--- config.mk ---
export PLATFORM = sky130hd
export DESIGN_NAME = aacq_ctrl
export DESIGN_NICKNAME = d
export VERILOG_FILES = /design/src/rtl/aacq_timer.v /design/src/rtl/aacq_ctrl.v
export VERILOG_INCLUDE_DIRS = /design/src /design/src/rtl
export SDC_FILE = /design/constraint.sdc
export NUM_CORES = 1
export LEC_CHECK = 0
export ABC_AREA = 1
export CAP_MARGIN = 5
export CORE_UTILIZATION = 41
export DETAILED_ROUTE_END_ITERATION = 10
export DONT_BUFFER_PORTS = 1
export PLACE_DENSITY = 0.58
export SLEW_MARGIN = 20
export SYNTH_ARGS = -nofsm -noshare
export SYNTH_HDL_FRONTEND = slang
export SYNTH_SLANG_ARGS = --single-unit
--- constraint.sdc ---
create_clock -name clk -period 3.4 [get_ports clk]
set_input_delay 0 -clock clk [delete_from_list [all_inputs] [get_ports clk]]
set_output_delay 0 -clock clk [all_outputs]
set_load 0.03 [all_outputs]
--- src/rtl/aacq_consts.vh ---
`ifndef AACQ_CONSTS_VH
`define AACQ_CONSTS_VH
// io decode, primary and alternate bases
`define AACQ_ACTL_PRI      10'h1D8
`define AACQ_ACTL_ALT      10'h1E8
`define AACQ_RHI_PRI       10'h1D9
`define AACQ_RHI_ALT       10'h1E9
`define AACQ_IIOC_PRI      10'h1D3
`define AACQ_IIOC_ALT      10'h1E3
// analog control fields
`define AACQ_PWR_HI        7
`define AACQ_PWR_LO        6
`define AACQ_ACQ_BIT       5
`define AACQ_RNG_BIT       4
`define AACQ_BIP_BIT       3
`define AACQ_CH_HI         2
`define AACQ_CH_LO         0
// power/clock codes
`define AACQ_PWR_EXTCLK    2'h0
`define AACQ_PWR_INTCLK    2'h1
`define AACQ_PWR_STBY      2'h2
`define AACQ_PWR_FULL      2'h3
// industrial control: done bit and writable field
`define AACQ_DONE_BIT      7
`define AACQ_IIOC_RST      7'h00
// timing: acquisition 3260 ns, conversion 6000 ns, at 20 ns
`define AACQ_CLK_NS        20
`define AACQ_ACQ_NS        3260
`define AACQ_CONV_NS       6000
`define AACQ_ACQ_CYC       ((`AACQ_ACQ_NS + `AACQ_CLK_NS - 1) / `AACQ_CLK_NS)
`define AACQ_CONV_CYC      (`AACQ_CONV_NS / `AACQ_CLK_NS)
`define AACQ_CNT_W         9
`define AACQ_RES_W         12
`endif

--- src/rtl/aacq_timer.v ---
`timescale 1ns/1ps
`include "aacq_consts.vh"
// down counter, load and count to expiry pulse
module aacq_timer
(
   input  wire                   clk,
   input  wire                   reset_n,
   input  wire                   load,
   input  wire [`AACQ_CNT_W-1:0] load_val,
   input  wire                   stop,
   output reg                    expired
);
   reg [`AACQ_CNT_W-1:0] cnt_r;
   reg                   run_r;

   // load wins over stop so a fresh start is never lost
   always @(posedge clk)
   begin
      if (!reset_n)
      begin
         cnt_r   <= {`AACQ_CNT_W{1'b0}};
         run_r   <= 1'b0;
         expired <= 1'b0;
      end
      else
      begin
         expired <= 1'b0;
         if (load)
         begin
            cnt_r <= load_val;
            run_r <= 1'b1;
         end
         else if (stop)
            run_r <= 1'b0;
         else if (run_r)
         begin
            if (cnt_r == {{(`AACQ_CNT_W-1){1'b0}}, 1'b1})
            begin
               run_r   <= 1'b0;
               expired <= 1'b1;
            end
            cnt_r <= cnt_r - {{(`AACQ_CNT_W-1){1'b0}}, 1'b1};
         end
      end
   end
endmodule

--- src/rtl/aacq_ctrl.v ---
`timescale 1ns/1ps
`include "aacq_consts.vh"
//  Function
// - analog control register written at 1D8h, or 1E8h when alternate base chosen.
// - top two bits select external clock, internal clock, standby or full power-down.
// - power-down codes keep the previously chosen clock source.
// - acquisition bit 0 write starts timed acquisition, then conversion automatically.
// - acquisition bit 1 write starts open-ended acquisition without conversion.
// - in open acquisition, a write with bit 0 ends it and starts conversion.
// - in open acquisition, a write with bit 1 restarts open acquisition.
// - power/clock field taken anew on the second external write.
// - range and polarity bits set the span for the conversion.
// - three low bits pick channel zero to seven in binary.
// - one of eight inputs converted into a twelve-bit result.
// - conversion finishes within six microseconds of its start.
// - completion may raise an interrupt request, enabled by configuration.
// - industrial control register read/write at 1D3h, or 1E3h alternate.
// - done bit clears on conversion start, result read or control write.
// - result low byte at 1D8h, high nibble at 1D9h, sign extended bipolar.
module aacq_ctrl
(
   input  wire                   clk,
   input  wire                   reset_n,
   input  wire                   alt_base,
   input  wire                   irq_enable,
   input  wire [9:0]             io_addr,
   input  wire                   io_wr,
   input  wire                   io_rd,
   input  wire [7:0]             io_wdata,
   input  wire [`AACQ_RES_W-1:0] conv_data,
   output reg  [7:0]             io_rdata,
   output reg                    sample_hold,
   output reg                    conv_busy,
   output reg  [2:0]             channel_select,
   output reg                    range_select_bit,
   output reg                    polarity_select_bit,
   output reg                    clock_internal,
   output reg                    standby_powerdown,
   output reg                    full_powerdown,
   output reg  [6:0]             iio_config,
   output reg                    conv_irq
);
   localparam ST_IDLE = 2'd0;
   localparam ST_TACQ = 2'd1;
   localparam ST_XACQ = 2'd2;
   localparam ST_CONV = 2'd3;

   // registered expiry adds one clock, so each load is one short of the count
   localparam integer           ACQ_LOAD_I  = `AACQ_ACQ_CYC - 1;
   localparam integer           CONV_LOAD_I = `AACQ_CONV_CYC - 1;
   localparam [`AACQ_CNT_W-1:0] ACQ_LOAD    = ACQ_LOAD_I[`AACQ_CNT_W-1:0];
   localparam [`AACQ_CNT_W-1:0] CONV_LOAD   = CONV_LOAD_I[`AACQ_CNT_W-1:0];

   reg  [1:0]             state_r;
   reg  [1:0]             state_nxt;
   reg                    done_r;
   reg  [`AACQ_RES_W-1:0] result_r;
   reg                    t_load;
   reg  [`AACQ_CNT_W-1:0] t_val;
   wire                   t_exp;
   wire                   hit_actl;
   wire                   hit_rhi;
   wire                   hit_iioc;
   wire                   ctl_wr;
   wire                   res_rd;
   wire                   acq_bit;
   wire                   conv_start;
   wire                   conv_end;
   wire                   iioc_wr;
   wire [1:0]             pwr_code;
   wire                   sign_fill;

   // address decode with selectable base
   // base select
   assign hit_actl = io_addr == (alt_base ? `AACQ_ACTL_ALT : `AACQ_ACTL_PRI);
   assign hit_rhi  = io_addr == (alt_base ? `AACQ_RHI_ALT : `AACQ_RHI_PRI);
   assign hit_iioc = io_addr == (alt_base ? `AACQ_IIOC_ALT : `AACQ_IIOC_PRI);
   assign ctl_wr   = io_wr && hit_actl;
   assign res_rd   = io_rd && (hit_actl || hit_rhi);
   assign acq_bit  = io_wdata[`AACQ_ACQ_BIT];
   assign conv_end = (state_r == ST_CONV) && t_exp;
   assign iioc_wr  = io_wr && hit_iioc;
   assign pwr_code = io_wdata[`AACQ_PWR_HI:`AACQ_PWR_LO];
   // sign fill follows the current polarity bit, not the one of the conversion
   assign sign_fill = polarity_select_bit & result_r[`AACQ_RES_W-1];

   // sequencer; a control write restarts the sequence, except a bit 0 write in open acquisition, which starts conversion
   // a write mid-conversion drops that result, so hosts poll done first
   always @*
   begin
      state_nxt = state_r;
      t_load    = 1'b0;
      t_val     = ACQ_LOAD;
      if (ctl_wr)
      begin
         if (state_r == ST_XACQ && !acq_bit)
         begin
            state_nxt = ST_CONV;
            t_load    = 1'b1;
            t_val     = CONV_LOAD;
         end
         else if (acq_bit)
            state_nxt = ST_XACQ;
         else
         begin
            state_nxt = ST_TACQ;
            t_load    = 1'b1;
         end
      end
      // only the timer moves the state without a host write
      else if (t_exp)
      begin
         case (state_r)
            ST_TACQ:
            begin
               state_nxt = ST_CONV;
               t_load    = 1'b1;
               t_val     = CONV_LOAD;
            end
            ST_CONV: state_nxt = ST_IDLE;
            default: state_nxt = state_r;
         endcase
      end
   end

   // a conversion load is told apart by its count
   assign conv_start = t_load && (t_val == CONV_LOAD);

   // stop on every control write so an open window leaves no stale expiry
   aacq_timer u_timer
   (
      .clk      (clk),
      .reset_n  (reset_n),
      .load     (t_load),
      .load_val (t_val),
      .stop     (ctl_wr),
      .expired  (t_exp)
   );

   // state, control fields, result and done
   always @(posedge clk)
   begin
      if (!reset_n)
      begin
         state_r             <= ST_IDLE;
         done_r              <= 1'b0;
         result_r            <= {`AACQ_RES_W{1'b0}};
         channel_select      <= 3'h0;
         range_select_bit    <= 1'b0;
         polarity_select_bit <= 1'b0;
         clock_internal      <= 1'b0;
         standby_powerdown   <= 1'b0;
         full_powerdown      <= 1'b0;
         iio_config          <= `AACQ_IIOC_RST;
      end
      else
      begin
         state_r <= state_nxt;
         if (ctl_wr)
         begin
            channel_select      <= io_wdata[`AACQ_CH_HI:`AACQ_CH_LO];
            range_select_bit    <= io_wdata[`AACQ_RNG_BIT];
            polarity_select_bit <= io_wdata[`AACQ_BIP_BIT];
            standby_powerdown <= pwr_code == `AACQ_PWR_STBY;
            full_powerdown    <= pwr_code == `AACQ_PWR_FULL;
            if (!io_wdata[`AACQ_PWR_HI])
               clock_internal <= io_wdata[`AACQ_PWR_LO];
         end
         // industrial control bits are only stored, nothing here uses them
         if (iioc_wr)
            iio_config <= io_wdata[6:0];
         if (conv_end)
            result_r <= conv_data;
         if (conv_end)
            done_r <= 1'b1;
         else if (ctl_wr || res_rd || conv_start)
            done_r <= 1'b0;
      end
   end

   // registered outputs and read data
   // sample_hold and conv_busy follow state_nxt so they line up with the state register
   always @(posedge clk)
   begin
      if (!reset_n)
      begin
         io_rdata    <= 8'h00;
         sample_hold <= 1'b0;
         conv_busy   <= 1'b0;
         conv_irq    <= 1'b0;
      end
      else
      begin
         // both acquisition kinds drive the same hold output
         sample_hold <= state_nxt == ST_TACQ || state_nxt == ST_XACQ;
         conv_busy   <= state_nxt == ST_CONV;
         conv_irq    <= irq_enable && (conv_end || (done_r && !ctl_wr && !res_rd));
         // unmapped reads return zero so a stray poll never sees done
         // register read mux
         if (io_rd && hit_actl)
            io_rdata <= result_r[7:0];
         else if (io_rd && hit_rhi)
            io_rdata <= {{4{sign_fill}}, result_r[11:8]};
         else if (io_rd && hit_iioc)
            io_rdata <= {done_r, iio_config};
         else
            io_rdata <= 8'h00;
      end
   end
endmodule

==> results of run 1 <==
Yosys cell counts:
cell type and count:
nor2_1 61, dfxtp_1 52, nand2_1 47, inv_1 42
o21ai_0 31, a21oi_1 27, nand3_1 19, nand4_1 12
ha_1 6, clkbuf_1 5, inv_2 5, nand2_2 4
nor2_2 4, nor3_1 4, nand3_2 3, o21ai_1 3
buf_2 2, buf_6 2, nand3_4 2, nor3_2 2
nor4_1 2, xor2_1 2, a211oi_1 1, a21oi_4 1
buf_1 1, buf_4 1, clkinv_1 1, inv_4 1
nand2_4 1, nor2_4 1, o31ai_1 1, or2_1 1
xnor2_1 1
per-stage QoR:
| stage | utilization (%) | total power, uW |
|---|---|---|
| after floorplan | - | 651 |
| after global placement | 43.0 | 650 |
| after detailed placement | 43.0 | 650 |
| after CTS | 49.3 | 1040 |
| after global routing | 49.3 | 1070 |
| final | 49.3 | 1030 |
worst min-delay path by stage:
stage / start / endpoint / slack (ns) / cells after the start
4_1_cts: io_rd / io_rdata[3] / 0.02 / 4
3_5_place_dp: reset_n / conv_busy / 0.1 / 2
2_1_floorplan: irq_enable / conv_irq / 0.11 / 2
6_report: io_rd / io_rdata[3] / 0.03 / 4
5_1_grt: io_rd / io_rdata[1] / 0.04 / 4
3_3_place_gp: reset_n / conv_busy / 0.10 / 2
power groups by stage:
stage          clock, uW  sequential [uW]  combinational, uW
2_1_floorplan          0              623               27.4
3_3_place_gp           0              623               27.0
3_5_place_dp           0              623               27.0
4_1_cts              373              609               60.1
5_1_grt              397              610               67.9
6_report             357              609               60.3
timing repair:
action	in CTS	in global routing
hold buffers	27	0
buffers inserted	0	0
hold endpoints to repair	52	0
cell type report:
| cell class | count | area [sq um] |
|---|---|---|
| Multi-Input combinational cell | 236 | 1210 |
| Sequential cell | 52 | 1040 |
| Inverter | 49 | 186 |
| Timing Repair Buffer | 27 | 280 |
| Clock buffer | 5 | 68.8 |
| Clock inverter | 3 | 23.8 |
| Fill cell | 608 | 2980 |
| Tap cell | 75 | 93.8 |
per-layer routing:
| metal | routed length (um) | track usage [%] | vias up | share of wire, % |
|---|---|---|---|---|
| li1 | - | - | 1167 | - |
| met1 | 2580 | 24.5 | 1006 | 46 |
| met2 | 2690 | 31.6 | 55 | 48 |
| met3 | 319 | 4.66 | 5 | 5.6 |
| met4 | 68 | 6.43 | 0 | 1.2 |
| met5 | 0 | 0 | - | 0 |
sequential cells by signal, indices dropped and copies added (netlist names), 2 cells and up:
signal          cells
u_timer.cnt_r       9
iio_config          7
state_r             2
channel_select      3
result_r           12
io_rdata            8
worst register-to-register path: cells and delay by family (launching register included):
kind	cells	cell delay (ns)
AND/OR/NAND/NOR	5	0.52
adder cells (fa/ha/maj)	2	0.36
flip-flops	1	0.38
buffers and inverters	5	0.79
cell families after synthesis:
kind of cell | share of synthesized area, %
AND/OR/NAND/NOR | 30.9
AO/OA/AOI/OAI | 13.5
buffers and inverters | 9.96
flip-flops | 41.6
adder cells (fa/ha/maj) | 3.00
XOR/XNOR | 1.05
==> results by group, run 1 <==
Route
  – Vias: between 2k and 2.5k
  – Antenna-violating nets left: 0
  – WL/cell: approximately 13 um
  – DR vias/cell: between 4 and 5
  – Initial DRC count: 104
  – Initial DRT Pass Iterations: 4
  – DRC Markers: 0
  – Routed wire length: roughly 5.7 mm

Clock network
  – Clock Pin Slew Worst Setup and Hold Paths: ~0.10 ns
  – # H-tree levels: 2
  – CTS-repair resized insts: 0
  – CTS sink count: 52
  – CTS tree: done
  – Clock Tree Buf Depth: 2
  – CTS Root Buffer Type: clkbuf_8
  – CTS buffer count: 5
  – Clock Latency Late Sink: about 0.30 ns

Placed design
  – Dpl hpwl: approximately 4 mm
  – Placed cells: 412
  – DP Area: 2530 sq um
  – Pre-CTS setup slack: 1.75 ns
  – Gpl congestion: between 0.8 and 0.9
  – Port Buf Inserts: 0

STA
  – Hold Slack: roughly 0.034 ns
  – Max frequency: about 470 MHz
  – Final hold viol count: 0
  – Max-slew headroom: a little over three fifths
  – Worst-margin pin slew: between 0.5 and 0.6 ns
  – Layout Skew: about 0.0048 ns
  – Setup TNS: 0 ns
  – Final Setup Violations: 0
  – RSZ-0062 raised after global routing: false
  – Fin. max-slew vios: 0
  – Tcrit/Tclk final: between 60% and 70%
  – Clock period minus worst slack: approximately 2.1 ns
  – PnR worst setup slack: about 1.3 ns

Cells and area
  – Post-route cell area: 2900 sq um
  – Final Net Count: 413
  – Fin cells: between 400 and 500
  – P&R area growth vs syn: 16.2%
  – Most frequent cells in the layout: nor2_1, dfxtp_1, nand2_1, inv_1, o21ai_0
  – Most common library cell in the layout ignoring fill and taps: nor2_1
  – # diodes: 0
  – Share of cells above drive strength 1: under 10%

Yosys
  – Syn Inst Count: 348
  – Yosys warns: 0
  – Post-synth top area cell: dfxtp_1
  – Seq/Total Area, Yosys: roughly two fifths
  – Area fraction of the dominant cell type after synthesis: 41.6%
  – Leading post-synthesis cells by cell area: dfxtp_1, nor2_1, nand2_1
  – Synthesized flop and latch total: 52
  – Cell Area, Synth: roughly 2500 sq um
  – Synthesized net count: 390
  – Library cells used by synthesis: 33
  – Syn Area/Cell: just over 7 sq um

Worst setup path
  – Largest stage delay, worst path: 0.54 ns
  – Instance count on the critical path: 12
  – Critical path type: reg2reg
  – R2R cell count: 12
  – Crit Reg-Reg Endpoint: conv_busy
  – Startpoint types: flip-flop
  – CP arrival: 2.34 ns
  – CP delay by family, top: buffers and inverters
  – Crit-path slowest cell: dlygate4sd3_1
  – Crit path buf inv count: 5
  – Worst setup path end: conv_busy
  – CP Cell Sequence: inv_1, ha_1, nand2_1, inv_1, nand2_2, nand2_2, inv_2, nand2_1, ha_1, nand2_1, dlygate4sd3_1, inv_1
  – R2R Path Start: state_r[1]
  – Crit. End Element: flip-flop
  – CP startpoint: state_r[1]
  – R2r setup slk: 1.27 ns
  – Req. time, crit path: approximately 3.6 ns
  – Critical-path maximum fanout: 13

Global route
  – Vias in the first global route: between 2k and 2.5k
  – Largest net degree at the start of global routing: 43
  – Total gr overflow: 0
  – Global-route wire length before repair: ~9.5 mm
  – GRT Util Overall: between 10% and 20%
  – Initial antenna violation count: 0

Floorplanning
  – Die H: between 80 and 90 um
  – Die Area: 6410 sq um
  – Die Span X: 80.1 um
  – Core area: about 5900 sq um
  – I/O pins: between 60 and 70
  – Initial Utilization: 42.5%
  – Row count: 28

Pwr
  – Combinational share of power: approximately 5.9%
  – Worst IR Drop VDD: 0.000290 V
  – Net Sw Power: about 240 uW
  – PwrDens: around 350 nW/um^2
  – Sequential Power Share: roughly three fifths
  – Power share of the clock group: between 30% and 40%
  – Internal: ~780 uW
  – Sw Ratio: 23.6%
  – LEAKAGE: around 0.0012 uW

Run
  – Max-Cap Viols: 0

Status
  – Status: complete, no violations

Min path
  – Worst hold path type: in2reg
Note: power is estimated with default switching activity, not from simulation.
==> run 2: changes to the inputs <==
--- a/config.mk
+++ b/config.mk
@@ -11,7 +11,7 @@
 export CORE_UTILIZATION = 41
 export DETAILED_ROUTE_END_ITERATION = 10
 export DONT_BUFFER_PORTS = 1
-export PLACE_DENSITY = 0.58
+export PLACE_DENSITY = 0.6
 export SLEW_MARGIN = 20
 export SYNTH_ARGS = -nofsm -noshare
 export SYNTH_HDL_FRONTEND = slang
==> constraint.sdc (replaced) <==
create_clock -name clk -period 1.75 [get_ports clk]
set_input_delay 0 -clock clk [delete_from_list [all_inputs] [get_ports clk]]
set_output_delay 0 -clock clk [all_outputs]
set_load 0.03 [all_outputs]
==> results by group, run 2 (synthesis gave the netlist of run 1 again) <==
Placed design
  – Gpl congestion: between 0.8 and 0.9
  – Placed cells: roughly 420
  – Dpl hpwl: 4.12 mm
  – Port Buf Inserts: 0

Min path
  – Worst hold path type: in2reg

Route
  – Routed wire length: 5.75 mm
  – Initial DRT Pass Iterations: 4
  – WL/cell: roughly 13 um
  – DR vias/cell: approximately 5.0
  – Initial DRC count: 60
  – Antenna-violating nets left: 0
  – Vias: approximately 2.3k
  – DRC Markers: 0

Global route
  – GRT Util Overall: roughly 19%
  – Global-route wire length before repair: roughly 9.5 mm
  – Met1 usage: about 24%
  – Vias in the first global route: around 2.1k
  – Initial antenna violation count: 0
  – M3 GR Usage: about 5.1%
  – Largest net degree at the start of global routing: 43
  – Grt met2 use: roughly a third
  – Peak-usage layer in the global routing report: met2
  – Total gr overflow: 0

Pwr
  – Worst IR Drop VDD: approximately 0.00042 V
  – PwrDens: ~770 nW/um^2
  – Total power: between 2000 and 2500 uW
  – LEAKAGE: around 0.0012 uW

STA
  – Max frequency: 664 MHz
  – Tcrit/Tclk final: 86.0%
  – Final Setup Violations: 0
  – Max-slew headroom: between 70% and 80%
  – Setup TNS: 0 ns
  – Final hold viol count: 0
  – Fin. max-slew vios: 0
  – Clock period minus worst slack: about 1.5 ns
  – Layout Skew: 0.00525 ns
  – Worst-margin pin slew: slightly below 0.4 ns
  – RSZ-0062 raised after global routing: false

Clock network
  – Clock Pin Slew Worst Setup and Hold Paths: 0.09 ns
  – # H-tree levels: 2
  – Post-CTS Setup Bufs: 0
  – Clock Tree Buf Depth: 2
  – CTS buffer count: 5
  – CTS Root Buffer Type: clkbuf_8
  – CTS sink count: 52
  – Clock Latency Late Sink: around 0.3 ns
  – CTS tree: done

Cells and area
  – Fin cells: around 450
  – Most frequent cells in the layout: nor2_1, dfxtp_1, nand2_1, inv_1, o21ai_0
  – Max reg flops: 12
  – # diodes: 0
  – Fillcell total: 615
  – Most common library cell in the layout ignoring fill and taps: nor2_1
  – Final Net Count: approximately 410
  – Top reg by flops: result_r
  – Top Registers: result_r (12), u_timer.cnt_r (9), io_rdata (8)
  – Share of cells above drive strength 1: 9.68%
  – P&R area growth vs syn: 17.6%

Floorplanning
  – Core area: about 5900 sq um
  – Row count: 28
  – Die H: 80.1 um
  – Die Span X: approximately 80 um
  – Initial Utilization: 42.5%
  – Die Area: roughly 6400 sq um
  – I/O pins: slightly above 60

Worst setup path
  – Req. time, crit path: about 2.0 ns
  – CP Cell Sequence: inv_1, ha_1, nand2_1, inv_1, nand2_2, nand2_2, inv_2, nand2_1, ha_1, nand2_1, inv_1
  – CP arrival: 1.72 ns
  – Crit-path slowest cell: dfxtp_1
  – Startpoint types: flip-flop
  – Crit path buf inv count: 4
  – Critical-path maximum fanout: 4
  – Critical path type: reg2reg
  – Crit. End Element: flip-flop
  – CP delay by family, top: adder cells
  – Largest stage delay, worst path: roughly 0.38 ns

Run
  – Max-Cap Viols: 0

Status
  – Status: complete, no violations
[run 2: cell count changes in the layout (fill, tap and decap cells not counted)]
cell	before	now
bufinv_16	0	2
buf_4	0	4
clkinvlp_4	2	0
clkinv_4	1	0
dlygate4sd3_1	26	23
[run 2: timing repair]
action                                  4_1_cts  5_1_grt
resized for setup                             0        0
endpoints found under the hold margin        52        0
hold buffers                                 24        0
endpoints found under the setup margin        0        0
[run 2: layout make-up]
| type | count | area, sq um | share of cell area (%) |
|---|---|---|---|
| clock buffers | 5 | 68.8 | 2.34 |
| repair buffers | 28 | 280 | 9.53 |
| well taps | 75 | 93.8 | 3.19 |
| clock inverters | 2 | 60.1 | 2.04 |
| inverters | 49 | 186 | 6.34 |
| multi-input cells | 236 | 1210 | 41.1 |
| flip-flops and latches | 52 | 1040 | 35.4 |
[run 2: path summary, 6_finish.rpt]
check	from	endpoint	slack (ns)	cells past startpoint
max	state_r[1]	sample_hold	0.25	11
min	io_wr	polarity_select_bit	0.006	2
max reg2reg	state_r[1]	sample_hold	0.25	11
min reg2reg	result_r[11]	result_r[11]	0.47	2
[run 2: power by group]
part           internal (uW)  total [uW]  switching, uW
clock                    563         962            399
sequential              1180        1180          0.911
combinational           54.2         112           58.0
[run 2: worst reg2reg max path, cell delays in order (launching register included)]
cell and delay [ns]:
dfxtp_1 0.38, inv_1 0.06, ha_1 0.17, nand2_1 0.07, inv_1 0.06, nand2_2 0.08, nand2_2 0.09, inv_2 0.09
nand2_1 0.05, ha_1 0.28, nand2_1 0.06, inv_1 0.03
[run 2: metrics by stage]
step,area [sq um],setup WS (ns),util (%),hold slack [ns]
detailed placement,2560,0.252,43.5,0.108
global route,2940,0.0655,50.0,0.0255
finish,2940,0.245,50.0,0.00610
global placement,2560,0.296,43.5,0.108
floorplan,2500,0.332,-,0.112
CTS,2940,0.234,50.0,0.0116
[run 2: metal layers]
| metal | vias to the layer above | part of all wire [%] |
|---|---|---|
| li1 | 1167 | - |
| met1 | 1033 | 45 |
| met2 | 52 | 48 |
| met3 | 5 | 5.5 |
| met4 | 0 | 1.0 |
| met5 | - | 0 |
==> run 3: changes to the inputs <==
--- a/config.mk
+++ b/config.mk
@@ -8,6 +8,7 @@
 export LEC_CHECK = 0
 export ABC_AREA = 1
 export CAP_MARGIN = 5
+export CORE_ASPECT_RATIO = 0.8
 export CORE_UTILIZATION = 41
 export DETAILED_ROUTE_END_ITERATION = 10
 export DONT_BUFFER_PORTS = 1
==> results by group, run 3 (synthesis gave the netlist of run 1 again) <==
Clock network
  – Clock Tree Buf Depth: 2
  – CTS tree: done
  – Clock Pin Slew Worst Setup and Hold Paths: approximately 0.11 ns
  – Post-CTS Setup Bufs: 0
  – # H-tree levels: 2
  – CTS buffer count: 5
  – CTS-repair resized insts: 0
  – Post-CTS Hold Buffers: 24
  – CTS Root Buffer Type: clkbuf_8
  – Clock Latency Late Sink: 0.31 ns
  – CTS sink count: 52

Global route
  – Initial antenna violation count: 0
  – Total gr overflow: 0
  – Vias in the first global route: 2092
  – GRT Util Overall: approximately a fifth
  – Global-route wire length before repair: a little under 10 mm
  – Largest net degree at the start of global routing: 43

Worst setup path
  – Crit path buf inv count: 4
  – CP Cell Sequence: inv_1, ha_1, nand2_1, inv_1, nand2_2, nand2_2, inv_2, nand2_1, ha_1, nand2_1, inv_1
  – CP arrival: 1.75 ns
  – CP delay by family, top: adder cells
  – Startpoint types: flip-flop
  – Critical-path maximum fanout: 4
  – Crit. End Element: flip-flop
  – Req. time, crit path: approximately 2.0 ns
  – Crit-path slowest cell: dfxtp_1
  – Critical path type: reg2reg
  – R2r setup slk: 0.22 ns
  – Largest stage delay, worst path: 0.39 ns

STA
  – Max frequency: 654 MHz
  – RSZ-0062 raised after global routing: false
  – Worst-margin pin slew: 0.400 ns
  – Max-slew headroom: between 70% and 80%
  – Clock period minus worst slack: about 1.5 ns
  – Fin. max-slew vios: 0
  – Layout Skew: 0.0132 ns
  – Final Setup Violations: 0
  – Tcrit/Tclk final: about 87%
  – Final hold viol count: 0
  – Setup TNS: 0 ns

Route
  – DRC Markers: 0
  – Initial DRT Pass Iterations: 4
  – Antenna-violating nets left: 0
  – Routed wire length: approximately 5.7 mm
  – Vias: 2209
  – WL/cell: 12.5 um
  – Initial DRC count: approximately 140
  – DR vias/cell: around 4.9

Min path
  – Worst hold path type: in2reg

Cells and area
  – # diodes: 0
  – Share of cells above drive strength 1: 9.92%
  – Fin cells: between 400 and 500
  – Final Net Count: between 400 and 500
  – Max reg flops: 12
  – P&R area growth vs syn: 16.5%
  – Post-route cell area: between 2000 and 3000 sq um
  – Most common library cell in the layout ignoring fill and taps: nor2_1
  – Top reg by flops: result_r
  – Final core occ: slightly below 50%
  – Fillcell total: about 650
  – Top Registers: result_r (12), u_timer.cnt_r (9), io_rdata (8)
  – Most frequent cells in the layout: nor2_1, dfxtp_1, nand2_1, inv_1, o21ai_0

Pwr
  – LEAKAGE: between 0.001 and 0.0015 uW
  – Total power: ~2000 uW
  – PwrDens: slightly below 700 nW/um^2
  – Worst IR Drop VDD: between 0.0003 and 0.0004 V

Floorplanning
  – I/O pins: 62
  – Die Area: around 6400 sq um
  – Die Span X: 89.3 um
  – Initial Utilization: 42.5%
  – Row count: 25
  – Core area: ~5900 sq um
  – Die H: 71.8 um

Placed design
  – Gpl congestion: 0.806
  – Dpl hpwl: between 4 and 5 mm
  – Port Buf Inserts: 0
  – DP Area: 2570 sq um
  – Placed cells: between 400 and 500

Run
  – Max-Cap Viols: 0

Status
  – Status: complete, no violations
[run 3: routing by layer]
layer	vias up	GRT usage [%]	routed length (um)
met5	-	0	0
li1	1167	-	-
met4	0	4.23	30
met3	2	6.11	418
met2	64	28.9	2380
met1	976	27.9	2840
[run 3: path summary, 6_finish.rpt]
check	startpoint	endpoint	depth (start not counted)
max	state_r[1]	sample_hold	11
min reg2reg	result_r[11]	result_r[11]	2
max reg2reg	state_r[1]	sample_hold	11
min	io_rd	io_rdata[3]	3
[run 3: worst min-delay path, cell delays in order]
cell	delay, ns
nand2_4	0.08
o21ai_0	0.15
a21oi_1	0.04
[run 3: power breakdown]
| group | internal, uW | switching, uW | total [uW] |
|---|---|---|---|
| clock | 293 | 428 | 720 |
| sequential | 1180 | 0.874 | 1180 |
| combinational | 54.2 | 58.0 | 112 |
| total | 1530 | 486 | 2020 |
[run 3: final cells by class]
cell class                 instances  area [sq um]  share of cell area (%)
clock buffer                       5          68.8                    2.36
clock inverter                     3          25.0                   0.859
tap                               81           101                    3.48
timing repair buffer              28           280                    9.62
inverter                          49           186                    6.40
sequential                        52          1040                    35.7
multi-input combinational        236          1210                    41.5
[run 3: stage by stage]
step	hold WS, ns	setup WS (ns)
floorplan	0.112	0.332
global placement	0.105	0.292
detailed placement	0.114	0.234
CTS	0.00182	0.219
global route	0.0177	0.0290
finish	0.00564	0.222
